[config.mk]
export PLATFORM = sky130hd
export DESIGN_NAME = pwm_edges
export DESIGN_NICKNAME = d
export VERILOG_FILES = /design/src/hw/pwm_edges_pkg.sv /design/src/hw/pwm_edges.sv
export VERILOG_INCLUDE_DIRS = /design/src /design/src/hw
export SDC_FILE = /design/constraint.sdc
export NUM_CORES = 1
export LEC_CHECK = 0
export BUFFER_PORTS_ARGS = -buffer_cell sky130_fd_sc_hd__buf_2
export CAP_MARGIN = 20
export CORE_MARGIN = 2
export CORE_UTILIZATION = 45
export CTS_CLUSTER_SIZE = 14
export DETAILED_ROUTE_END_ITERATION = 8
export GPL_TIMING_DRIVEN = 0
export SETUP_SLACK_MARGIN = 0.15
export SLEW_MARGIN = 40
export SYNTH_ARGS = -nofsm -noshare
export SYNTH_HDL_FRONTEND = slang
export SYNTH_SLANG_ARGS = --single-unit
[constraint.sdc]
create_clock -name clock -period 12.4 [get_ports clock]
set_clock_uncertainty 0.1 [all_clocks]
set_input_delay 0.62 -clock clock [delete_from_list [all_inputs] [get_ports clock]]
set_output_delay 0.62 -clock clock [all_outputs]
set_load 0.02 [all_outputs]
[src/hw/pwm_edges_regs.svh]
/*
 * register offsets, field positions, reset values and timing counts for the
 * pwm edge-placement block.
 * assumes a 32-bit avalon-mm slave with word-aligned byte addresses.
 */
`ifndef PWM_EDGES_REGS_SVH
`define PWM_EDGES_REGS_SVH

`define OFS_CTRL       8'h00
`define OFS_PERIOD     8'h04
`define OFS_EVENT1     8'h08
`define OFS_EVENT2     8'h0C
`define OFS_EVENT3     8'h10
`define OFS_EVENT4     8'h14
`define OFS_ADJ_A      8'h18
`define OFS_ADJ_B      8'h1C
`define OFS_ADAPT      8'h20
`define OFS_PHASE      8'h24
`define OFS_SAMPLE1    8'h28
`define OFS_SAMPLE2    8'h2C
`define OFS_BLANK_AB   8'h30
`define OFS_BLANK_AE   8'h34
`define OFS_BLANK_BB   8'h38
`define OFS_BLANK_BE   8'h3C
`define OFS_STATUS     8'h40

`define CTRL_EN_BIT    0
`define CTRL_MODE_LSB  1
`define CTRL_PHSEL_BIT 4
`define CTRL_ASEL_BIT  5

`define RST_CTRL       32'h0000_0000
`define RST_PERIOD     16'h00FF

`define CLOCK_MHZ      250
`define RDLAT_CYCLES   1

`endif

[src/hw/pwm_edges_pkg.sv]
/*
 * types for the pwm edge-placement block.
 * assumes 16-bit counts throughout.
 */
package pwm_edges_pkg;
	typedef enum logic [2:0] {
		MODE_NORMAL   = 3'b000,
		MODE_MULTI    = 3'b001,
		MODE_RESONANT = 3'b010,
		MODE_TRIANGLE = 3'b011,
		MODE_LEADING  = 3'b100
	} mode_type;

	typedef enum logic [0:0] {
		BUS_IDLE = 1'b0,
		BUS_ACK  = 1'b1
	} bus_state_type;

	// filter outputs travel together
	typedef struct packed {
		logic [15:0] duty;
		logic [15:0] period;
	} filter_type;

	// everything leaving toward drivers and neighbouring modules
	typedef struct packed {
		logic first_drive_output;
		logic second_drive_output;
		logic adaptive_trig;
		logic phase_trig;
		logic sample_trig1;
		logic sample_trig2;
		logic blank_a;
		logic blank_b;
		logic period_start;
	} pwm_out_type;
endpackage

[src/hw/pwm_edges.sv]
/*
 * edge-placement logic of one digital pwm module: period counter, mode
 * dependent target computation, drive outputs, triggers and register slave.
 * assumes the compensation filter delivers duty and period on the same clock,
 * and an avalon-mm master that holds each request until waitrequest is low.
 */
//
// Overview of operation
// - period counter counts 0 up to period_limit, then restarts at zero.
// - each output changes one edge after the counter equals its target.
// - normal: A rises at event1, falls at event1+duty+adjust A.
// - normal: B rises at A fall plus (event3-event2), falls at event4.
// - normal/multi/resonant: sample trigger at event1+duty(or half)+offset.
// - phase trigger from fixed phase register or filter duty, selectable.
// - sample triggers 1 and 2 and blanking windows come straight from registers.
// - normal mode ignores adjust B entirely.
// - multi: A as normal, B rises event3, falls event3+duty+adjust B.
// - multi mode ignores event2 and event4.
// - multi: B keeps its width across period wrap; A does not wrap.
// - resonant: dead time 2 = event1+period-event4; average halved sum.
// - resonant: A rises event1, falls event1+duty-average dead time.
// - resonant: B rises A fall+(event3-event2), falls fperiod-(period-event4).
// - triangular: A idle; B centred on half period with adjusts.
// - triangular mode raises no adaptive sample trigger.
// - leading: A falls event1, rises event1-duty+adjust A.
// - leading: B rises event4, falls A rise minus (event2-event3).
// - leading: sample trigger at event1-duty(or half)+offset.
`timescale 1ns/100ps
`include "pwm_edges_regs.svh"

module pwm_edges #(
	parameter int CW = 16
) (
	// clock and reset
	input  wire logic                      clock,
	input  wire logic                      rstn,
	// avalon-mm slave
	input  wire logic [7:0]                address,
	input  wire logic                      read,
	input  wire logic                      write,
	input  wire logic [31:0]               writedata,
	input  wire logic [3:0]                byteenable,
	output logic      [31:0]               readdata,
	output logic                           waitrequest,
	// compensation filter
	input  wire pwm_edges_pkg::filter_type filter,
	// drivers and neighbouring modules
	output pwm_edges_pkg::pwm_out_type     pwm_out
);
	import pwm_edges_pkg::*;

	logic          rst_meta_r;
	logic          rst_r;
	logic [31:0]   ctrl_r;
	logic [CW-1:0] period_limit_r;
	logic [CW-1:0] ev1_r, ev2_r, ev3_r, ev4_r;
	logic [CW-1:0] adj_a_r, adj_b_r, adapt_r, phase_r;
	logic [CW-1:0] smp1_r, smp2_r, bab_r, bae_r, bbb_r, bbe_r;
	logic [CW-1:0] cnt_r;
	logic [CW-1:0] a_rise, a_fall, b_rise, b_fall, trig_t, phase_t;
	logic          trig_on;
	logic          a_on, b_on;
	logic [CW-1:0] dt1, dt2, dt_avg;
	logic [CW-1:0] half_duty, half_prd;
	mode_type      mode;
	bus_state_type bus_r;
	pwm_out_type   out_nxt;

	// reset released through two flops so release is clean on clock
	always_ff @(posedge clock or negedge rstn) begin
		if (!rstn) begin
			rst_meta_r <= 1'b0;
			rst_r      <= 1'b0;
		end else begin
			rst_meta_r <= 1'b1;
			rst_r      <= rst_meta_r;
		end
	end

	// byte-lane merge; register widths are cut to the stored width
	function automatic logic [31:0] merge(input logic [31:0] old, input logic [31:0] nw,
			input logic [3:0] be);
		logic [31:0] r;
		r = old;
		for (int i = 0; i < 4; i++) begin
			if (be[i]) r[i*8 +: 8] = nw[i*8 +: 8];
		end
		return r;
	endfunction

	// low-half merge for the 16-bit registers; upper lanes never reach them
	function automatic logic [CW-1:0] merge_lo(input logic [CW-1:0] old,
			input logic [31:0] nw, input logic [3:0] be);
		logic [31:0] r;
		r = merge({{(32-CW){1'b0}}, old}, nw, be);
		return r[CW-1:0];
	endfunction

	logic wr_take;
	assign wr_take = write && bus_r == BUS_ACK;

	// one wait cycle per access, then acknowledge
	always_ff @(posedge clock or negedge rst_r) begin
		if (!rst_r) begin
			bus_r <= BUS_IDLE;
		end else begin
			case (bus_r)
				BUS_IDLE: bus_r <= (read || write) ? BUS_ACK : BUS_IDLE;
				BUS_ACK:  bus_r <= BUS_IDLE;
				default:  bus_r <= BUS_IDLE;
			endcase
		end
	end
	assign waitrequest = (read || write) && bus_r != BUS_ACK;

	// register writes, taken only at the acknowledging edge
	always_ff @(posedge clock or negedge rst_r) begin
		if (!rst_r) begin
			ctrl_r <= `RST_CTRL;
			period_limit_r <= `RST_PERIOD;
			{ev1_r, ev2_r, ev3_r, ev4_r} <= '0;
			{adj_a_r, adj_b_r, adapt_r, phase_r} <= '0;
			{smp1_r, smp2_r, bab_r, bae_r, bbb_r, bbe_r} <= '0;
		end else if (wr_take) begin
			// status and unmapped offsets fall to default, so writes there are dropped
			case (address)
				`OFS_CTRL:     ctrl_r <= merge(ctrl_r, writedata, byteenable) & 32'h0000_003F;
				`OFS_PERIOD:   period_limit_r <= merge_lo(period_limit_r, writedata, byteenable);
				`OFS_EVENT1:   ev1_r <= merge_lo(ev1_r, writedata, byteenable);
				`OFS_EVENT2:   ev2_r <= merge_lo(ev2_r, writedata, byteenable);
				`OFS_EVENT3:   ev3_r <= merge_lo(ev3_r, writedata, byteenable);
				`OFS_EVENT4:   ev4_r <= merge_lo(ev4_r, writedata, byteenable);
				`OFS_ADJ_A:    adj_a_r <= merge_lo(adj_a_r, writedata, byteenable);
				`OFS_ADJ_B:    adj_b_r <= merge_lo(adj_b_r, writedata, byteenable);
				`OFS_ADAPT:    adapt_r <= merge_lo(adapt_r, writedata, byteenable);
				`OFS_PHASE:    phase_r <= merge_lo(phase_r, writedata, byteenable);
				`OFS_SAMPLE1:  smp1_r <= merge_lo(smp1_r, writedata, byteenable);
				`OFS_SAMPLE2:  smp2_r <= merge_lo(smp2_r, writedata, byteenable);
				`OFS_BLANK_AB: bab_r <= merge_lo(bab_r, writedata, byteenable);
				`OFS_BLANK_AE: bae_r <= merge_lo(bae_r, writedata, byteenable);
				`OFS_BLANK_BB: bbb_r <= merge_lo(bbb_r, writedata, byteenable);
				`OFS_BLANK_BE: bbe_r <= merge_lo(bbe_r, writedata, byteenable);
				default:       ;
			endcase
		end
	end

	// read mux; unmapped offsets read zero
	logic [31:0] rd_nxt;
	always_comb begin
		case (address)
			`OFS_CTRL:     rd_nxt = ctrl_r;
			`OFS_PERIOD:   rd_nxt = {16'h0000, period_limit_r};
			`OFS_EVENT1:   rd_nxt = {16'h0000, ev1_r};
			`OFS_EVENT2:   rd_nxt = {16'h0000, ev2_r};
			`OFS_EVENT3:   rd_nxt = {16'h0000, ev3_r};
			`OFS_EVENT4:   rd_nxt = {16'h0000, ev4_r};
			`OFS_ADJ_A:    rd_nxt = {16'h0000, adj_a_r};
			`OFS_ADJ_B:    rd_nxt = {16'h0000, adj_b_r};
			`OFS_ADAPT:    rd_nxt = {16'h0000, adapt_r};
			`OFS_PHASE:    rd_nxt = {16'h0000, phase_r};
			`OFS_SAMPLE1:  rd_nxt = {16'h0000, smp1_r};
			`OFS_SAMPLE2:  rd_nxt = {16'h0000, smp2_r};
			`OFS_BLANK_AB: rd_nxt = {16'h0000, bab_r};
			`OFS_BLANK_AE: rd_nxt = {16'h0000, bae_r};
			`OFS_BLANK_BB: rd_nxt = {16'h0000, bbb_r};
			`OFS_BLANK_BE: rd_nxt = {16'h0000, bbe_r};
			`OFS_STATUS:   rd_nxt = {14'h0000, pwm_out.second_drive_output,
				pwm_out.first_drive_output, cnt_r};
			default:       rd_nxt = 32'h0000_0000;
		endcase
	end

	// read data registered during the wait cycle, valid at the ack edge
	always_ff @(posedge clock or negedge rst_r) begin
		if (!rst_r) readdata <= 32'h0000_0000;
		else if (read && bus_r == BUS_IDLE) readdata <= rd_nxt;
	end

	// period counter; disabled block holds it at zero
	always_ff @(posedge clock or negedge rst_r) begin
		if (!rst_r) begin
			cnt_r <= '0;
		end else if (!ctrl_r[`CTRL_EN_BIT] || cnt_r >= period_limit_r) begin
			cnt_r <= '0;
		end else begin
			cnt_r <= cnt_r + 1'b1;
		end
	end

	// target computation per mode; wrap arithmetic is modulo 2^CW
	assign mode      = mode_type'(ctrl_r[`CTRL_MODE_LSB +: 3]);
	assign half_duty = filter.duty >> 1;
	assign half_prd  = period_limit_r >> 1;
	assign dt1       = ev3_r - ev2_r;
	assign dt2       = ev1_r + period_limit_r - ev4_r;
	assign dt_avg    = CW'(({1'b0, dt1} + {1'b0, dt2}) >> 1);
	assign phase_t   = ctrl_r[`CTRL_PHSEL_BIT] ? filter.duty : phase_r;

	always_comb begin
		a_rise = ev1_r;
		a_fall = ev1_r + filter.duty + adj_a_r;
		b_rise = '0;
		b_fall = '0;
		a_on   = 1'b1;
		trig_on = 1'b1;
		trig_t = ev1_r + (ctrl_r[`CTRL_ASEL_BIT] ? half_duty : filter.duty) + adapt_r;
		case (mode)
			MODE_NORMAL: begin
				b_rise = a_fall + dt1;
				b_fall = ev4_r;
			end
			MODE_MULTI: begin
				b_rise = ev3_r;
				b_fall = ev3_r + filter.duty + adj_b_r;
				// fold a fall target past the limit into the next period so width holds
				if (b_fall > period_limit_r) b_fall = b_fall - period_limit_r - 1'b1;
			end
			MODE_RESONANT: begin
				a_fall = ev1_r + filter.duty - dt_avg;
				b_rise = a_fall + dt1;
				b_fall = filter.period - (period_limit_r - ev4_r);
			end
			MODE_TRIANGLE: begin
				a_on    = 1'b0;
				trig_on = 1'b0;
				b_rise  = half_prd - half_duty + adj_a_r;
				b_fall  = half_prd + half_duty + adj_b_r;
			end
			MODE_LEADING: begin
				a_fall = ev1_r;
				a_rise = ev1_r - filter.duty + adj_a_r;
				b_rise = ev4_r;
				b_fall = a_rise - (ev2_r - ev3_r);
				trig_t = ev1_r - (ctrl_r[`CTRL_ASEL_BIT] ? half_duty : filter.duty) + adapt_r;
			end
			default: begin
				a_on    = 1'b0;
				trig_on = 1'b0;
			end
		endcase
	end

	// next output state: set/clear on exact counter matches
	always_comb begin
		out_nxt = pwm_out;
		if (!ctrl_r[`CTRL_EN_BIT] || !a_on) out_nxt.first_drive_output = 1'b0;
		else if (cnt_r == a_fall)           out_nxt.first_drive_output = 1'b0;
		else if (cnt_r == a_rise)           out_nxt.first_drive_output = 1'b1;
		// normal mode: A restarts low each period unless event1 is zero; an equal fall target still wins
		if (ctrl_r[`CTRL_EN_BIT] && mode == MODE_NORMAL && cnt_r == '0 && a_fall != '0)
			out_nxt.first_drive_output = ev1_r == '0;
		// B uses pure toggle points so a wrapped pulse keeps its width
		if (!ctrl_r[`CTRL_EN_BIT])          out_nxt.second_drive_output = 1'b0;
		else if (cnt_r == b_rise)           out_nxt.second_drive_output = 1'b1;
		else if (cnt_r == b_fall)           out_nxt.second_drive_output = 1'b0;
		out_nxt.adaptive_trig = ctrl_r[`CTRL_EN_BIT] && trig_on && cnt_r == trig_t;
		out_nxt.phase_trig    = ctrl_r[`CTRL_EN_BIT] && cnt_r == phase_t;
		out_nxt.sample_trig1  = ctrl_r[`CTRL_EN_BIT] && cnt_r == smp1_r;
		out_nxt.sample_trig2  = ctrl_r[`CTRL_EN_BIT] && cnt_r == smp2_r;
		if (cnt_r == bab_r) out_nxt.blank_a = 1'b1;
		if (cnt_r == bae_r) out_nxt.blank_a = 1'b0;
		if (cnt_r == bbb_r) out_nxt.blank_b = 1'b1;
		if (cnt_r == bbe_r) out_nxt.blank_b = 1'b0;
		out_nxt.period_start  = ctrl_r[`CTRL_EN_BIT] && cnt_r == '0;
	end

	// outputs from flops: each shows the match one edge after the count
	always_ff @(posedge clock or negedge rst_r) begin
		if (!rst_r) pwm_out <= '0;
		else        pwm_out <= out_nxt;
	end
endmodule

==> results by group <==
Global routing
  • Gr usage total: 36.5%
  • First-pass GRT wire length: 192 mm
  • Largest net degree at the start of global routing: 41
  • Number of global-route vias before repair: 28400
  • Total grt overflow: 0
  • Initial antenna violation count: 2

Floorplanning
  • Die width: 270 um
  • Initial Utilization: 45.4%
  • Die height: 270 um
  • Core area: 69900 um2
  • Rows: 97
  • Die area: about 73000 um2
  • Io pins: 122

Clock tree
  • CTS resizes: 0
  • CTS clock-pin slew for the worst setup and hold paths: 0.08 ns
  • Clk_lat worst skew: roughly 0.59 ns
  • CTS Buffer Depth: 3
  • Root Buffer: clkbuf_16
  • Sink Count: between 200 and 300
  • CTS Buf Count: 30
  • H-Tree Level Count: 1
  • CTS tree: built

Layout
  • Multi-input gate area: around 23000 um2
  • Antenna diode count: 0
  • Sequential cell area: between 7000 and 8000 um2
  • Filler cell count in the final layout: 6906
  • P&R area growth vs syn: 9.43%
  • Layout net count: ~4100
  • Post-Route Utilization: roughly half
  • Non-Filler Instances: around 4600
  • Share of layout cells above drive strength 1: between 10% and 20%

Timing
  • Worst Slack Setup Final: approximately 3 ns
  • Worst slew margin: approximately a third
  • Final hold vios: 0
  • Worst-Margin Slew: 0.969 ns
  • Min Tclk post-route: 9.42 ns
  • Fin. max-slew vios: 0
  • Period Utilization, post-route: 76.0%
  • Hold WS: approximately 0.057 ns
  • # setup viols final: 0
  • Fmax: 0.106 GHz
  • RSZ-0062 raised after global routing: false

Setup path
  • CP Launch Type: flip-flop
  • Reg2reg setup slack: 2.98 ns
  • Crit. End Element: flip-flop
  • Reg-to-Reg End: pwm_out[7]$_DFFE_PN0P_
  • CP top delay family: compound AO/OA/AOI/OAI gates
  • Crit-path slowest cell: dfrtp_1
  • Worst EP arrival: slightly below 10 ns
  • Crit-path most repeated cell: o21ai_0
  • CP Class: flip-flop to flip-flop
  • Worst r2r src: ev1_r[1]$_DFFE_PN0P_
  • Worst Reg-to-Reg Cells: 34
  • Buf/Inv on CP: 1
  • CP max FO: 9
  • CP required: 12.84 ns
  • Critical path's largest stage delay: roughly 0.80 ns

Route
  • Routed WL: 135 mm
  • Routed Antenna Nets: 0
  • Residual DRC: 0
  • Vias: 28600
  • DR WL/cell: 29.5 um
  • Initial DRT Pass Iterations: 6
  • Initial drt markers: 2934
  • Routed vias/inst: 6.24

Placement
  • Port buffer count: 89
  • Hpwl dp: about 110 mm
  • Placed Instances: 4522
  • Gpl congestion: 1.07
  • Pre-CTS setup slack: 3.08 ns

Synthesis
  • Total number of yosys warnings: 0
  • Yosys reg bits: between 200 and 300
  • Post-synth EDFFs: 0
  • Post-synthesis async set-or-reset flop share: 100%
  • Synth Area per Inst: 9.15 um2
  • Register area share after synthesis: 23.0%
  • Mapped Area: 31800 um2
  • Distinct cells, synth: 99
  • Most used DFF post-synth: dfrtp_1
  • Post-Synthesis Cells: 3470

Min path
  • Worst min path class: flip-flop to asynchronous set/reset pin

Power
  • Static leakage: about 16 nW
  • PD cells: 89.8 nW/um2
  • VDD IR-drop max: 0.118 mV
  • Pwr Total: between 3 and 4 mW

Run status
  • Status: complete, no violations

Flow run
  • Max Cap Violations: 0
## per-stage QoR
step	TNS (ns)	instance area (um2)
after global placement	-40.66	33400
after floorplan	0	31800
after detailed placement	0	33700
after global routing	0	34700
final	0	34700
after CTS	0	34700
## layout by cell type, fill, tap and decap left out, drive strengths merged, types with 33 or more instances in the layout
| master | n |
|---|---|
| nor3 | 72 |
| dfrtp | 284 |
| mux2 | 250 |
| a211oi | 34 |
| nand4 | 57 |
| a22oi | 97 |
| inv | 383 |
| a21oi | 158 |
| nor2 | 163 |
| mux2i | 36 |
| buf | 155 |
| nand3 | 81 |
| o21a | 35 |
| fa | 145 |
| clkbuf | 117 |
| nor4 | 33 |
| o21ai | 148 |
| a221oi | 45 |
| nand2 | 196 |
| ha | 277 |
| a21o | 61 |
| xor2 | 118 |
| xnor2 | 282 |
## logic make-up after synthesis
kind of cell,Yosys count,synth area share [%]
other,2,0.0236
buffers and inverters,507,6.29
flip-flops,292,23.0
multiplexers,286,10.0
AND/OR/NAND/NOR,756,11.8
XOR/XNOR,402,11.2
adder cells (fa/ha/maj),422,20.1
AO/OA/AOI/OAI,803,17.6
## power breakdown
part | internal, mW | switching, mW
clock network | 0.553 | 0.422
registers | 0.966 | 0.0288
logic | 0.458 | 0.692
total | 1.98 | 1.14
## cell usage after synthesis, types with 9 or more instances
master	instances	area [um2]
inv_1	378	1420
dfrtp_1	284	7110
xnor2_1	282	2470
ha_1	277	3470
mux2_2	249	2800
nand2_1	196	736
nor2_1	162	608
a21oi_1	158	791
fa_1	145	2900
o21ai_0	140	701
xor2_1	118	1030
a22oi_1	97	728
nand3_1	81	405
nor3_1	71	355
clkbuf_1	70	263
a21o_1	60	450
nand4_1	56	350
a221oi_1	40	350
mux2i_1	36	360
o21a_1	35	263
nor4_1	32	200
a211oi_1	31	233
nor2b_1	27	169
a22o_1	23	201
nand2b_1	23	144
buf_2	21	105
o21bai_1	21	158
buf_1	20	75.1
or3_1	20	125
and3_1	19	119
a31oi_1	18	113
buf_4	16	120
a21boi_0	15	113
o211ai_1	15	113
or2_2	14	87.6
a222oi_1	12	120
o31ai_1	11	82.6
a211o_1	10	87.6
nand3b_1	10	75.1
o31a_1	10	87.6
nor3b_1	9	67.6
## flip-flops by register name (all words and copies together) (netlist names), 9 cells and up
register and flops:
period_limit_r 16, ev3_r 16, adapt_r 16, bae_r 16
smp2_r 16, phase_r 16, ev1_r 16, ev2_r 16
smp1_r 16, bbb_r 16, adj_b_r 16, adj_a_r 16
bab_r 16, bbe_r 16, readdata 18, pwm_out 9
cnt_r 16, ev4_r 16
## metal layers
| layer | global-route usage, % | vias to the layer above | share of wire [%] |
|---|---|---|---|
| met5 | 0 | - | 0.0096 |
| met2 | 58.4 | 1395 | 45 |
| li1 | - | 12600 | - |
| met3 | 5.31 | 385 | 8.1 |
| met4 | 21.3 | 2 | 7.0 |
| met1 | 46.9 | 14200 | 40 |
## worst max path at each step
stage                               from                      to  slack, ns  cells after the start
floorplan                rst_r$_DFF_PN0_  adapt_r[0]$_DFFE_PN0P_       3.57                      0
global placement         rst_r$_DFF_PN0_    pwm_out[0]$_DFF_PN0_      -0.20                      0
detailed placement  ev1_r[1]$_DFFE_PN0P_  pwm_out[7]$_DFFE_PN0P_       3.08                     36
CTS                 ev1_r[1]$_DFFE_PN0P_  pwm_out[7]$_DFFE_PN0P_       3.02                     36
global route        ev1_r[1]$_DFFE_PN0P_  pwm_out[7]$_DFFE_PN0P_       2.34                     36
finish              ev1_r[1]$_DFFE_PN0P_  pwm_out[7]$_DFFE_PN0P_       2.98                     34
## area by class of cell
cell class / instances / share of cell area (%)
inverters: 379 / 4.09
flip-flops and latches: 292 / 21.1
repair buffers: 100 / 1.80
well taps: 940 / 3.38
clock buffers: 45 / 2.61
clock inverters: 11 / 0.392
plain buffers: 128 / 1.70
multi-input cells: 2684 / 64.9
## repair_timing
action	4_1_cts	5_1_grt
buffers inserted	0	0
hold buffers	1	0
endpoints found under the hold margin	2	0
(Power assumes the default switching activity.)
